**src/pkg/ctcr_pkg.sv**
```systemverilog
// Constants, field layouts and carriers for the cycle timing configuration register bank.
// Assumes an APB master on pclk and a protocol engine on the same clock.
// Summary of operation
// RULE1: The microticks-per-cycle value joins the 8-bit high half in bits 7 to 0 above the low half.
// RULE2: Timing registers take host writes only in the configuration state, and the host writes only then.
// RULE3: The static slot length in macroticks is the 8-bit field in bits 7 to 0.
// RULE4: The static slot count is the 11-bit field in bits 10 to 0 and resets to one.
// RULE5: The host keeps the static slot count between 2 and 1023 so that two static slots exist.
// RULE6: The static payload limit in two-byte words is the 7-bit field in bits 6 to 0 and resets to zero.
// RULE7: The minislot length in macroticks is the 7-bit field in bits 6 to 0, kept by the host in 2 to 63.
// RULE8: The minislot action point offset is the 4-bit field in bits 3 to 0, kept by the host in 1 to 15.
// RULE9: The static slot action point offset is the 4-bit field in bits 3 to 0, kept in 1 to 15.
// RULE10: Past the 14-bit latest dynamic start time no new dynamic transmission begins.
// RULE11: The dynamic payload limit in two-byte words is the 7-bit field in bits 6 to 0 and resets to zero.
// RULE12: A transmit buffer length above the dynamic payload limit raises the payload length error flag.
// RULE13: The symbol window starts at the cycle time held in the 14-bit field in bits 13 to 0.
// RULE14: The macroticks per cycle come from the cycle length register.
// RULE15: The host sets nominal microticks per macrotick to cycle microticks divided by cycle macroticks.
// RULE16: Reserved bits read as zero and ignore writes.
// RULE17: A write outside the configuration state leaves the register contents unchanged.
package ctcr_pkg;

	// Register indices; the byte address is four times the index.
	localparam logic [9:0] IDX_SLOT_COUNT  = 10'h08E;
	localparam logic [9:0] IDX_STAT_PAY    = 10'h090;
	localparam logic [9:0] IDX_DYN_PAY     = 10'h092;
	localparam logic [9:0] IDX_SLOT_MT     = 10'h0B0;
	localparam logic [9:0] IDX_CYC_LEN     = 10'h0B2;
	localparam logic [9:0] IDX_UT_LOW      = 10'h0B4;
	localparam logic [9:0] IDX_UT_HIGH     = 10'h0B6;
	localparam logic [9:0] IDX_SYM_WIN     = 10'h0BC;
	localparam logic [9:0] IDX_LATE_DYN    = 10'h0C4;
	localparam logic [9:0] IDX_MINI_MT     = 10'h0C6;
	localparam logic [9:0] IDX_MINI_AP     = 10'h0C8;
	localparam logic [9:0] IDX_STAT_AP     = 10'h0CA;
	localparam logic [9:0] IDX_IRQ_STAT    = 10'h100;
	localparam logic [9:0] IDX_IRQ_MASK    = 10'h102;

	// Field widths, all starting at bit 0.
	localparam int W_SLOT_COUNT = 11;
	localparam int W_PAYLOAD    = 7;
	localparam int W_SLOT_MT    = 8;
	localparam int W_UT_HIGH    = 8;
	localparam int W_UT_LOW     = 16;
	localparam int W_CTIME      = 14;
	localparam int W_MINI       = 7;
	localparam int W_AP         = 4;
	localparam int W_UT_CYCLE   = W_UT_HIGH + W_UT_LOW;

	// Reset values.
	localparam logic [W_SLOT_COUNT-1:0] RST_SLOT_COUNT = 11'h001;
	localparam logic [W_PAYLOAD-1:0]    RST_PAYLOAD    = 7'h00;

	// Interrupt status and mask layout.
	localparam int IRQ_W           = 2;
	localparam int IRQ_DPL_BIT     = 0;
	localparam int IRQ_REFUSED_BIT = 1;

	// Configuration values handed to the protocol engine.
	typedef struct packed {
		logic [W_SLOT_COUNT-1:0] static_slot_count;
		logic [W_PAYLOAD-1:0]    static_payload_words;
		logic [W_PAYLOAD-1:0]    dynamic_payload_max_words;
		logic [W_SLOT_MT-1:0]    static_slot_macroticks;
		logic [W_CTIME-1:0]      cycle_length_macroticks;
		logic [W_UT_LOW-1:0]     cycle_microticks_low;
		logic [W_UT_HIGH-1:0]    cycle_microticks_high;
		logic [W_CTIME-1:0]      symbol_window_start;
		logic [W_CTIME-1:0]      latest_dynamic_tx_start;
		logic [W_MINI-1:0]       minislot_macroticks;
		logic [W_AP-1:0]         minislot_action_offset;
		logic [W_AP-1:0]         static_action_offset;
	} ctcr_cfg_s;

	// Cycle position and transmit buffer check from the protocol engine.
	typedef struct packed {
		logic                 config_state;
		logic [W_CTIME-1:0]   cycle_time;
		logic                 tx_len_valid;
		logic [W_PAYLOAD-1:0] tx_len;
	} ctcr_engine_s;

endpackage : ctcr_pkg

```
**src/ctcr_regs.sv**
```systemverilog
// Cycle timing configuration register bank with an APB slave and a level interrupt.
// Assumes the APB master and the protocol engine share pclk; no input crosses a clock domain.
`timescale 1ns/10ps
module ctcr_regs
	import ctcr_pkg::*;
(
	// Clock and reset.
	input  wire logic         pclk,
	input  wire logic         presetn,
	// APB slave.
	input  wire logic         psel,
	input  wire logic         penable,
	input  wire logic         pwrite,
	input  wire logic [11:0]  paddr,
	input  wire logic [31:0]  pwdata,
	input  wire logic [3:0]   pstrb,
	output logic              pready,
	output logic [31:0]       prdata,
	output logic              pslverr,
	// Protocol engine side.
	input  wire ctcr_engine_s engine,
	output ctcr_cfg_s         cfg,
	output logic [W_UT_CYCLE-1:0] microticks_per_cycle,
	output logic              dyn_tx_start_ok,
	output logic              symbol_window_open,
	// Interrupt.
	output logic              irq
);

	// Register state.
	ctcr_cfg_s             cfg_reg;
	ctcr_cfg_s             cfg_next;
	logic [IRQ_W-1:0]      stat_reg;
	logic [IRQ_W-1:0]      stat_next;
	logic [IRQ_W-1:0]      mask_reg;
	logic [IRQ_W-1:0]      mask_next;
	logic [31:0]           rdata_reg;
	logic [31:0]           rdata_next;
	logic                  dyn_ok_reg;
	logic                  dyn_ok_next;
	logic                  sym_reg;
	logic                  sym_next;
	logic [W_UT_CYCLE-1:0] ut_reg;
	logic [W_UT_CYCLE-1:0] ut_next;

	// Decode helpers.
	logic [9:0]            idx;
	logic                  mapped;
	logic                  is_cfg;
	logic                  wr_acc;
	logic                  rd_setup;
	logic                  refused;
	logic [IRQ_W-1:0]      set_ev;
	logic                  cfg_wr_ok;
	logic                  full_wr;

	// Merge write data into an old value under the byte strobes.
	function automatic logic [31:0] merge(input logic [31:0] old, input logic [31:0] wd,
		input logic [3:0] strb);
		logic [31:0] r;
		r = old;
		for (int b = 0; b < 4; b++) begin
			if (strb[b]) begin
				r[b*8 +: 8] = wd[b*8 +: 8];
			end
		end
		return r;
	endfunction : merge

	// Read value of a register index; reserved bits come back as zero.
	function automatic logic [31:0] rd_val(input logic [9:0] i, input ctcr_cfg_s c,
		input logic [IRQ_W-1:0] st, input logic [IRQ_W-1:0] mk);
		logic [31:0] r;
		r = 32'h0000_0000;
		unique case (i)
			IDX_SLOT_COUNT: r[W_SLOT_COUNT-1:0] = c.static_slot_count;
			IDX_STAT_PAY:   r[W_PAYLOAD-1:0]    = c.static_payload_words;
			IDX_DYN_PAY:    r[W_PAYLOAD-1:0]    = c.dynamic_payload_max_words;
			IDX_SLOT_MT:    r[W_SLOT_MT-1:0]    = c.static_slot_macroticks;
			IDX_CYC_LEN:    r[W_CTIME-1:0]      = c.cycle_length_macroticks;
			IDX_UT_LOW:     r[W_UT_LOW-1:0]     = c.cycle_microticks_low;
			IDX_UT_HIGH:    r[W_UT_HIGH-1:0]    = c.cycle_microticks_high;
			IDX_SYM_WIN:    r[W_CTIME-1:0]      = c.symbol_window_start;
			IDX_LATE_DYN:   r[W_CTIME-1:0]      = c.latest_dynamic_tx_start;
			IDX_MINI_MT:    r[W_MINI-1:0]       = c.minislot_macroticks;
			IDX_MINI_AP:    r[W_AP-1:0]         = c.minislot_action_offset;
			IDX_STAT_AP:    r[W_AP-1:0]         = c.static_action_offset;
			IDX_IRQ_STAT:   r[IRQ_W-1:0]        = st;
			IDX_IRQ_MASK:   r[IRQ_W-1:0]        = mk;
			default:        r = 32'h0000_0000;
		endcase
		return r;
	endfunction : rd_val

	// Address decode; misaligned or unknown addresses are unmapped.
	always_comb begin
		idx = paddr[11:2];
		is_cfg = 1'b0;
		unique case (idx)
			IDX_SLOT_COUNT, IDX_STAT_PAY, IDX_DYN_PAY, IDX_SLOT_MT, IDX_CYC_LEN,
			IDX_UT_LOW, IDX_UT_HIGH, IDX_SYM_WIN, IDX_LATE_DYN, IDX_MINI_MT,
			IDX_MINI_AP, IDX_STAT_AP: is_cfg = 1'b1;
			default: is_cfg = 1'b0;
		endcase
		mapped = (paddr[1:0] == 2'b00) &&
			(is_cfg || idx == IDX_IRQ_STAT || idx == IDX_IRQ_MASK);
		wr_acc = psel && penable && pwrite && mapped;
		rd_setup = psel && !penable && !pwrite;
		refused = wr_acc && is_cfg && !engine.config_state; // RULE17
	end

	// The slave never stalls; a fresh answer is ready in every access phase.
	assign pready = 1'b1;
	assign pslverr = psel && penable && !mapped;

	// Next values of the configuration, interrupt and engine-facing state.
	always_comb begin
		logic [31:0] m;
		m = 32'h0000_0000;
		cfg_next = cfg_reg;
		mask_next = mask_reg;
		stat_next = stat_reg;
		if (wr_acc && is_cfg && engine.config_state) begin // RULE2
			m = merge(rd_val(idx, cfg_reg, stat_reg, mask_reg), pwdata, pstrb);
			// Only the defined field bits are stored, so reserved bits stay zero.
			unique case (idx)
				IDX_SLOT_COUNT: cfg_next.static_slot_count = m[W_SLOT_COUNT-1:0]; // RULE4
				IDX_STAT_PAY:   cfg_next.static_payload_words = m[W_PAYLOAD-1:0]; // RULE6
				IDX_DYN_PAY:    cfg_next.dynamic_payload_max_words = m[W_PAYLOAD-1:0]; // RULE11
				IDX_SLOT_MT:    cfg_next.static_slot_macroticks = m[W_SLOT_MT-1:0]; // RULE3
				IDX_CYC_LEN:    cfg_next.cycle_length_macroticks = m[W_CTIME-1:0]; // RULE14
				IDX_UT_LOW:     cfg_next.cycle_microticks_low = m[W_UT_LOW-1:0];
				IDX_UT_HIGH:    cfg_next.cycle_microticks_high = m[W_UT_HIGH-1:0]; // RULE1
				IDX_SYM_WIN:    cfg_next.symbol_window_start = m[W_CTIME-1:0]; // RULE13
				IDX_LATE_DYN:   cfg_next.latest_dynamic_tx_start = m[W_CTIME-1:0]; // RULE10
				IDX_MINI_MT:    cfg_next.minislot_macroticks = m[W_MINI-1:0]; // RULE7
				IDX_MINI_AP:    cfg_next.minislot_action_offset = m[W_AP-1:0]; // RULE8
				IDX_STAT_AP:    cfg_next.static_action_offset = m[W_AP-1:0]; // RULE9
				default:        cfg_next = cfg_reg;
			endcase
		end
		if (wr_acc && idx == IDX_IRQ_MASK && pstrb[0]) begin
			mask_next = pwdata[IRQ_W-1:0];
		end
		// Write-one-to-clear first, then new events, so a set in the same cycle wins.
		if (wr_acc && idx == IDX_IRQ_STAT && pstrb[0]) begin
			stat_next = stat_reg & ~pwdata[IRQ_W-1:0];
		end
		set_ev = '0;
		set_ev[IRQ_DPL_BIT] = engine.tx_len_valid &&
			(engine.tx_len > cfg_reg.dynamic_payload_max_words); // RULE12
		set_ev[IRQ_REFUSED_BIT] = refused;
		stat_next = stat_next | set_ev;
		// Read data is captured in the setup phase and stands through the access phase.
		rdata_next = rdata_reg;
		if (rd_setup) begin
			rdata_next = rd_val(idx, cfg_reg, stat_reg, mask_reg); // RULE16
		end
		// New dynamic transmissions are allowed only up to the latest start time.
		dyn_ok_next = (engine.cycle_time <= cfg_reg.latest_dynamic_tx_start); // RULE10
		sym_next = (engine.cycle_time >= cfg_reg.symbol_window_start); // RULE13
		ut_next = {cfg_reg.cycle_microticks_high, cfg_reg.cycle_microticks_low}; // RULE1
	end

	// State registers; timing fields with no defined reset start at zero.
	always_ff @(posedge pclk or negedge presetn) begin
		if (!presetn) begin
			cfg_reg <= '0;
			cfg_reg.static_slot_count <= RST_SLOT_COUNT;
			cfg_reg.static_payload_words <= RST_PAYLOAD;
			cfg_reg.dynamic_payload_max_words <= RST_PAYLOAD;
			stat_reg <= '0;
			mask_reg <= '0;
			rdata_reg <= 32'h0000_0000;
			dyn_ok_reg <= 1'b0;
			sym_reg <= 1'b0;
			ut_reg <= '0;
		end else begin
			cfg_reg <= cfg_next;
			stat_reg <= stat_next;
			mask_reg <= mask_next;
			rdata_reg <= rdata_next;
			dyn_ok_reg <= dyn_ok_next;
			sym_reg <= sym_next;
			ut_reg <= ut_next;
		end
	end

	// Outputs other than pready and pslverr come straight from registers; irq is the OR of the status bits under the mask.
	assign cfg = cfg_reg;
	assign prdata = rdata_reg;
	assign dyn_tx_start_ok = dyn_ok_reg;
	assign symbol_window_open = sym_reg;
	assign microticks_per_cycle = ut_reg;
	assign irq = |(stat_reg & mask_reg);

	// Accepted configuration writes, and those that carry all four byte lanes.
	assign cfg_wr_ok = wr_acc && is_cfg && engine.config_state;
	assign full_wr = cfg_wr_ok && pstrb == 4'hF;
endmodule : ctcr_regs

```
**config.mk**
```make
export PLATFORM = sky130hd
export DESIGN_NAME = ctcr_regs
export DESIGN_NICKNAME = d
export VERILOG_FILES = /design/src/pkg/ctcr_pkg.sv /design/src/ctcr_regs.sv
export SDC_FILE = /design/constraint.sdc
export NUM_CORES = 1
export LEC_CHECK = 0
export BUFFER_PORTS_ARGS = -buffer_cell sky130_fd_sc_hd__buf_2
export CAP_MARGIN = 15
export CELL_PAD_IN_SITES_DETAIL_PLACEMENT = 0
export CELL_PAD_IN_SITES_GLOBAL_PLACEMENT = 1
export CORE_MARGIN = 2
export CORE_UTILIZATION = 43
export DETAILED_ROUTE_END_ITERATION = 16
export MAX_ROUTING_LAYER = met4
export PLACE_DENSITY = 0.85
export SLEW_MARGIN = 25
export SYNTH_ARGS = -nofsm -noshare
export SYNTH_HDL_FRONTEND = slang
export SYNTH_SLANG_ARGS = --single-unit
export TNS_END_PERCENT = 20
```
**constraint.sdc**
```tcl
create_clock -name pclk -period 4.08 [get_ports pclk]
set_input_delay 0.204 -clock pclk [delete_from_list [all_inputs] [get_ports pclk]]
set_output_delay 0.204 -clock pclk [all_outputs]
set_load 0.005 [all_outputs]
```
* Word level (Yosys, flattened, before mapping) *
Cells that the tools add are included.

cells by class
  order comparisons = 3
  reductions and logical operators = 36
  bitwise logic cells = 4
  muxes and demuxes = 14
  equal/unequal tests = 14

operators with widths
  cell                                                                    number
  10-bit by 8-bit equality test with 1-bit output, second input constant  12
  2-bit case mux with 11 select lines                                     2
  3-bit case mux with 10 select lines                                     1
  2-bit case mux with 14 select lines                                     1
  2-bit case mux with 12 select lines                                     1
  3-bit case mux with 4 select lines                                      2
  2-bit AND reduction                                                     12
  10-bit by 9-bit equality test with 1-bit output, second input constant  2
  8-bit 2-to-1 mux                                                        2
  1-bit logical AND                                                       15
  3-bit case mux with 5 select lines                                      1
  14-bit >= comparator                                                    1
  14-bit less-or-equal comparator                                         1
  12-bit OR reduction                                                     1
  7-bit greater-than comparator                                           1
  1-bit case mux with 7 select lines                                      1
  2-bit AND                                                               2
  1-bit zero test                                                         4
  2-bit 2-to-1 mux                                                        2
  2-bit zero test                                                         1
  1-bit logical OR                                                        2
  2-bit NOT                                                               1
  2-bit bitwise OR                                                        1
  2-bit OR reduction                                                      1
  1-bit 2-to-1 mux                                                        1

storage, ports and cells
  input bits = 76
  logic and storage cells = 89
  register bits = 160

* Logic depth before layout (Yosys ltp) *
Gate-level depths: netlist of run 1.

  depth after elaboration = 11
  gate-level depth with buffers = 10
  depth with buffers taken out = 7

* Worst setup path after synthesis of run 1 *
Ideal clock, no wire load.

  kind = input to register
  start = input port paddr[7]
  end = register cfg_reg, in the netlist cfg[100]
  data required time = 3,939 ps
  data arrival time = 1,833 ps
  path buffers = 3
  path slack = 2,107 ps
  stages on the path = 8
  path through = buf_2 -> and2_1 -> buf_6 -> and4_1 -> buf_2 -> a22o_1 -> o41ai_4 -> o21ai_1

on the way
  word-level cells in the longest chain between the ends = 10
  elaborated cells on any way between the ends = 25
  those cells by class = eq/ne (14); mux (3); reduce/logical (8)

RTL lines
  what                                                                line                                                source
  from (decl)                                                         ctcr_regs.sv:14                                     input wire logic [11:0] paddr,
  10-bit by 8-bit equality test with 1-bit output (on tied branches)  ctcr_regs.sv:99, ctcr_regs.sv:75, ctcr_regs.sv:126
  12-bit OR reduction                                                 ctcr_regs.sv:99                                     unique case (idx)
  1-bit 2-to-1 mux                                                    ctcr_regs.sv:99
  1-bit logical OR (2 in series)                                      ctcr_regs.sv:106                                    (is_cfg || idx == IDX_IRQ_STAT || idx == IDX_IRQ_MASK);
  1-bit logical AND                                                   ctcr_regs.sv:105                                    mapped = (paddr[1:0] == 2'b00) &&
  1-bit logical AND                                                   ctcr_regs.sv:107                                    wr_acc = psel && penable && pwrite && mapped;
  1-bit logical AND (2 in series)                                     --
  2-bit AND reduction (no source line)                                --
  to (signal assigned)                                                ctcr_regs.sv:179                                    cfg_reg <= cfg_next;
  to (decl)                                                           ctcr_regs.sv:31                                     ctcr_cfg_s cfg_reg;

Parallel ways exist; a longest one is shown, timed or not.
A chain may end at the register's enable or synchronous reset.

* Worst setup path in the final report of run 1 *
  start = input port paddr[3]
  end = output port pslverr

on the way
  word-level cells in the longest chain between the ends = 8
  elaborated cells on any way between the ends = 21
  those cells by class = eq/ne (14); mux (1); reduce/logical (6)

RTL lines
  what                                             line              source
  10-bit by 8-bit equality test with 1-bit output  ctcr_regs.sv:99
  12-bit OR reduction                              ctcr_regs.sv:99
  1-bit 2-to-1 mux                                 ctcr_regs.sv:99
  1-bit logical OR                                 ctcr_regs.sv:106
  1-bit logical OR (*)                             ctcr_regs.sv:106
  1-bit logical AND (*)                            ctcr_regs.sv:105
  1-bit zero test (*)                              ctcr_regs.sv:114  assign pslverr = psel && penable && !mapped;
  1-bit logical AND (*)                            ctcr_regs.sv:114
  to (decl)                                        ctcr_regs.sv:19   output logic pslverr,

Mark *: on every way between the ends. The rest lies on a longest branch, timed or not.

==> results of run 1 <==
logic make-up (layout without fill, tap and decap cells):
family,after synthesis,count (layout),synth area share
adders and majority gates,35,35,0.0498
DFF,160,160,0.456
buffers and inverters,110,305,0.0665
muxes,78,78,0.0953
AOI/OAI and AO/OA,208,208,0.160
and+or+nand+nor,272,272,0.172
other,2,18,0.000854
Yosys cell counts (all sizes together) (7+ instances only):
cell type	n	share of area
dfrtp	159	0.45
nand2	92	0.040
o21ai	69	0.039
buf	47	0.039
nor2	47	0.020
a21oi	46	0.026
mux2i	41	0.047
inv	40	0.017
mux2	37	0.049
ha	35	0.050
nand4	25	0.018
clkbuf	23	0.010
nand3	19	0.011
nor3	16	0.012
a31oi	13	0.0093
a22o	8	0.0080
nand2b	8	0.0057
nor4b	8	0.014
a211oi	7	0.0060
and2	7	0.0050
and3	7	0.0050
nor2b	7	0.0050
nor3b	7	0.0071
area by class of cell:
| type | count | area (um2) | share of cell area |
|---|---|---|---|
| Tap cell | 270 | 338 | 0.0318 |
| Sequential cell | 160 | 4010 | 0.377 |
| Inverter | 40 | 150 | 0.0141 |
| Multi-Input combinational cell | 610 | 4290 | 0.404 |
| Antenna cell | 1 | 2.50 | 0.000236 |
| Clock inverter | 13 | 150 | 0.0141 |
| Clock buffer | 19 | 443 | 0.0417 |
| Timing Repair Buffer | 233 | 1230 | 0.116 |
worst max-delay path by stage:
stage,startpoint,end,depth (start not counted)
finish,paddr[3],pslverr,8
global route,paddr[3],pslverr,8
CTS,paddr[3],pslverr,8
detailed placement,paddr[3],cfg[31]$_DFFE_PN0P_,8
global placement,paddr[4],cfg[29]$_DFFE_PN0P_,7
floorplan,paddr[7],cfg[100]$_DFFE_PN0P_,8
critical path, delay by kind of cell:
kind,cells,cell delay (ns)
and+or+nand+nor,2,0.47
AOI/OAI and AO/OA,3,0.77
buffers and inverters,3,0.83
layer usage:
layer / part of all wire / up-vias / track usage
li1: - / 3537 / -
met1: 0.44 / 3836 / 0.367
met2: 0.46 / 332 / 0.427
met3: 0.072 / 46 / 0.0562
met4: 0.027 / 0 / 0.0995
met5: 0 / - / -
through the flow:
| stage | instances | hold WS [ns] | utilization | worst slack [ns] |
|---|---|---|---|---|
| after floorplan | 880 | -0.0916 | - | 2.11 |
| after global placement | 1311 | 0.349 | 0.495 | 1.01 |
| after detailed placement | 1311 | 0.355 | 0.496 | 1.26 |
| after CTS | 1345 | 0.00527 | 0.526 | 1.60 |
| after global routing | 1346 | 0.00184 | 0.526 | 1.38 |
| final | 1346 | 0.0107 | 0.526 | 1.59 |
report_power, final:
part,leakage [nW],internal (W),switching [W]
Sequential,2.20,0.00161,0.00000997
Combinational,2.91,0.000103,0.000194
Clock,0.273,0.000927,0.000706
==> results_dict.tcl, run 1 <==
set metrics [dict create \
    cellPowerDensity_nw_per_um2 334 \
    track_usage 0.277 \
    finalSetupViolCount 0 \
    drive_gt1_frac 0.308 \
    status "finished clean" \
    cp-start-kind "input port" \
    route.detailed.wl_per_inst_um 21.5 \
    first_pass_iters 5 \
    grt_max_degree 93 \
    min_to "cfg[65]$_DFFE_PN0P_" \
    worstPathRequired_ns 3.88 \
    fin_nets 1173 \
    die_h_um 147 \
    first_global_vias 7359 \
    rsz0062_at_grt "false" \
    drv_cap 0 \
    post_cts_buffers 0 \
    worst_ep_arrival_time_ns 2.28 \
    pin_count 251 \
    cts_buffer_depth 2 \
    die-area_um2 21600 \
    end_kind "primary output" \
    cts-root-buf "clkbuf_16" \
    critPathSlowestCell "buf_2" \
    avgViaCountPerCell 5.76 \
    vias 7751 \
    cp_cell_sequence "buf_2 -> buf_4 -> nor2b_1 -> o2111a_1 -> nor3_1 -> o311ai_0 -> a21boi_0 -> buf_2" \
    yosysUniqueCellTypes 86 \
    cp_common_cell "buf_2" \
    coreArea_um2 20200 \
    synth_seq_cells 160 \
    hold_depth 2 \
    placed_cell_area_um2 10000 \
    drc_errors 0 \
    syn_area_per_cell_um2 10.2 \
    clk_pin_slew_ns 0.06 \
    fillCellCount 1938 \
    finalPower_w 0.00354 \
    min_period_ns 2.49 \
    cts_sinks 160 \
    largest_reg_flops 114 \
    synth_cells 865 \
    cts_buffers 17 \
    async_flop_share 1.00 \
    worst_pin_slew_ns 0.973 \
    holdCritPathClass "input port to register" \
    dr.first_iter.drc_count 585 \
    yosysWarnings 0 \
    cts_tree "done" \
    r2r-end "cfg[45]$_DFFE_PN0P_" \
    timing.fmax_mhz 402 \
    clock_skew_ns 0.00828 \
    num_rows 52 \
    cp_max_fo 20 \
    drv_slew 0 \
    worstSkewPairLatency_ns 0.44 \
    max_slew_margin 0.347 \
    postCtsHoldBufs 2 \
    ant_nets 0 \
    r2r-start "cfg[17]$_DFFE_PN0P_" \
    rrSetupSlack_ns 1.76 \
    synth-edff-count 0 \
    stdcell_area_um2 10600 \
    gr-total-overflow 0 \
    die_w_um 147 \
    routed_wl_um 28900 \
    gp_congestion 0.999 \
    ir_drop_uv 281 \
    fin_crit_sh 0.610 \
    synth.yosys.seq_area_share 0.456 \
    hpwl_um 21600 \
    synth_flop_cell "dfrtp_1" \
    syn2layout_area_growth_pct 20.7 \
    reg2reg_depth 6 \
    static-leakage-power_nw 5.38 \
    hp-start "pwdata[14]" \
    hold_viol 0 \
    mostFrequentLayoutCell "buf_2" \
    fin_tns_setup_ns 0 \
    mostFrequentLayoutCells "buf_2, dfrtp_1, nand2_1" \
    critical_path_class "input port to primary output" \
    grt_pass1_wl_um 44000 \
    syn_area_um2 8790 \
    initial_core_util 0.436 \
    slowest_delay_ns 0.41 \
    antenna_found_initial 1 \
    io_buffers 215 \
    htree_levels 4 \
    cts_resized 0 \
]
Power figures use the tool's default switching activity.
==> inputs of run 2 (changes only) <==
--- a/config.mk
+++ b/config.mk
@@ -5,15 +5,16 @@
 export SDC_FILE = /design/constraint.sdc
 export NUM_CORES = 1
 export LEC_CHECK = 0
+export ABC_AREA = 1
 export BUFFER_PORTS_ARGS = -buffer_cell sky130_fd_sc_hd__buf_2
 export CAP_MARGIN = 15
 export CELL_PAD_IN_SITES_DETAIL_PLACEMENT = 0
 export CELL_PAD_IN_SITES_GLOBAL_PLACEMENT = 1
 export CORE_MARGIN = 2
-export CORE_UTILIZATION = 43
+export CORE_UTILIZATION = 34
 export DETAILED_ROUTE_END_ITERATION = 16
 export MAX_ROUTING_LAYER = met4
-export PLACE_DENSITY = 0.85
+export PLACE_DENSITY = 0.76
 export SLEW_MARGIN = 25
 export SYNTH_ARGS = -nofsm -noshare
 export SYNTH_HDL_FRONTEND = slang
==> constraint.sdc (replaced) <==
create_clock -name pclk -period 2.2 [get_ports pclk]
set_input_delay 0.11 -clock pclk [delete_from_list [all_inputs] [get_ports pclk]]
set_output_delay 0.11 -clock pclk [all_outputs]
set_load 0.005 [all_outputs]
==> run 2 against run 1 <==
Compared with the run above: routed wire length increased by 12%; hold slack improved by 0.00060 ns; combinational power increased by 51%; synthesized cell count increased by 34%; largest power group unchanged.
==> results_dict.tcl, run 2 <==
set metrics [dict create \
    critPathSlowestCell "nor2_1" \
    hold_viol 0 \
    drc_errors 0 \
    cts_resized 0 \
    syn2layout_area_growth_pct 30.7 \
    synth.yosys.seq_area_share 0.458 \
    avgViaCountPerCell 4.99 \
    pin_count 251 \
    grt_pass1_wl_um 49300 \
    yosys.area.top_type "dfrtp_1" \
    num_rows 58 \
    cts_buffers 17 \
    mostFrequentLayoutCells "nand2_1, buf_2, dfrtp_1" \
    synth_cells 1158 \
    ant_nets 0 \
    first_global_vias 8565 \
    n_antenna_cell 0 \
    grt_max_degree 51 \
    ys_top_cells_by_count "nand2_1, dfrtp_1, nand3_1, inv_1, nor2_1" \
    die-area_um2 27000 \
    syn_area_per_cell_um2 7.56 \
    worst_ep_arrival_time_ns 2.07 \
    ir_drop_uv 388 \
    post_cts_buffers 0 \
    cts_sinks 160 \
    first_pass_iters 5 \
    synthTopCellsByArea "dfrtp_1, nand2_1, nand3_1, ha_1, inv_1" \
    static-leakage-power_nw 6.51 \
    syn_area_um2 8750 \
    synth-edff-count 0 \
    fin_tns_setup_ns 0 \
    holdCritPathClass "input port to register" \
    drv_slew 0 \
    hpwl_um 25200 \
    worstPathRequired_ns 2.53 \
    rsz0062_at_grt "false" \
    slowest_delay_ns 0.28 \
    route.detailed.wl_per_inst_um 18.2 \
    cp_cell_sequence "buf_2 -> nor2_1 -> nand3_1 -> nor2_4 -> nor2_1 -> nand2_1 -> nor2_1 -> nand2_2 -> nand3_2 -> nor2_4 -> buf_12 -> nand3_2 -> nand2_1 -> nand2_1" \
    postLayoutCoreUtil 0.453 \
    coreArea_um2 25300 \
    clk_pin_slew_ns 0.07 \
    largest_reg_flops 114 \
    cts_tree "done" \
    antenna_found_initial 0 \
    timing.fmax_mhz 576 \
    mostFrequentLayoutCell "nand2_1" \
    clock_skew_ns 0.0160 \
    dr.first_iter.drc_count 766 \
    synth_seq_cells 160 \
    max_slew_margin 0.588 \
    initial_core_util 0.347 \
    track_usage 0.251 \
    cts_buffer_depth 2 \
    worst_pin_slew_ns 0.618 \
    cts-root-buf "clkbuf_16" \
    min_period_ns 1.73 \
    cp-start-kind "input port" \
    routed_wl_um 32400 \
    worstSkewPairLatency_ns 0.45 \
    placedCellCount 1746 \
    synth_flop_cell "dfrtp_1" \
    drv_cap 0 \
    gp_congestion 0.889 \
    io_buffers 215 \
    yosysMostFrequentCell "nand2_1" \
    yosys.area.top_type_share 0.455 \
    instances_no_fill 1782 \
    die_w_um 164 \
    postCtsHoldBufs 4 \
    htree_levels 4 \
    finalSetupViolCount 0 \
    fin_crit_sh 0.789 \
    yosysWarnings 0 \
    vias 8886 \
    status "finished clean" \
    gr-total-overflow 0 \
    die_h_um 164 \
    end_kind "register" \
    cp_max_fo 10 \
    critical_path_class "input port to register" \
    async_flop_share 1.00 \
    drive_gt1_frac 0.253 \
    fin_nets 1550 \
    yosysUniqueCellTypes 34 \
    cellPowerDensity_nw_per_um2 562 \
]
==> run 2: changes by cell type after synthesis, sizes merged, moves of 9 or more <==
cell / before / now
mux2: 37 / 0
mux2i: 41 / 0
a21oi: 46 / 22
inv: 40 / 87
nand3: 19 / 163
clkbuf: 23 / 10
o21ai: 69 / 45
nor3: 16 / 7
nand2: 92 / 446
a31oi: 13 / 0
nor2: 47 / 87
==> run 2: report_power, final <==
part | leakage, nW | switching, W | total [W] | internal, W
Clock | 0.285 | 0.00141 | 0.00304 | 0.00163
Sequential | 2.21 | 0.000000576 | 0.00294 | 0.00294
Combinational | 4.01 | 0.000291 | 0.000447 | 0.000156
Total | 6.51 | 0.00170 | 0.00643 | 0.00473
==> run 2: stage by stage <==
stage               power [W]  area, um2  hold WS [ns]  setup slack (ns)
CTS                   0.00649      11400       0.00217             0.471
global placement      0.00344      10800        0.0934            0.0638
detailed placement    0.00344      10800        0.0990            0.0460
floorplan             0.00320       8810        -0.186             0.405
finish                0.00643      11400        0.0113             0.465
global route          0.00664      11400        0.0417             0.298
==> run 2: path summary, 6_finish.rpt <==
kind	startpoint	to	slack (ns)	cells past startpoint
max in group asynchronous	presetn	cfg[59]$_DFFE_PN0P_	1.29	3
min in group asynchronous	presetn	microticks_per_cycle[17]$_DFF_PN0_	0.19	2
hold / removal	pwdata[14]	cfg[65]$_DFFE_PN0P_	0.01	5
hold reg to reg	cfg[65]$_DFFE_PN0P_	microticks_per_cycle[14]$_DFF_PN0_	0.44	0
setup / recovery	paddr[6]	cfg[87]$_DFFE_PN0P_	0.47	14
setup reg to reg	cfg[84]$_DFFE_PN0P_	cfg[92]$_DFFE_PN0P_	0.52	11
==> run 2: kinds of logic after synthesis <==
logic type,synth area share
DFF,0.458
adders and majority gates,0.0500
other,0.000858
AOI/OAI and AO/OA,0.0539
buffers and inverters,0.0768
and+or+nand+nor,0.361
==> run 2: area by class of cell <==
| class | instances | area (um2) |
|---|---|---|
| Clock buffer | 18 | 439 |
| Clock inverter | 14 | 144 |
| Fill cell | 2600 | 13800 |
| Inverter | 88 | 330 |
| Multi-Input combinational cell | 867 | 4140 |
| Sequential cell | 160 | 4010 |
| Tap cell | 330 | 413 |
| Timing Repair Buffer | 305 | 1970 |
==> run 2: critical path, delay by kind of cell <==
family                 cells  cell delay (ns)
buffers and inverters      2             0.28
AND/OR/NAND/NOR           12             1.67
==> run 2: layer usage <==
| layer | vias to the layer above | track usage | share of wire |
|---|---|---|---|
| li1 | 4298 | - | - |
| met1 | 4183 | 0.325 | 0.43 |
| met2 | 356 | 0.390 | 0.46 |
| met3 | 49 | 0.0583 | 0.076 |
| met4 | 0 | 0.0842 | 0.027 |
| met5 | - | - | 0 |
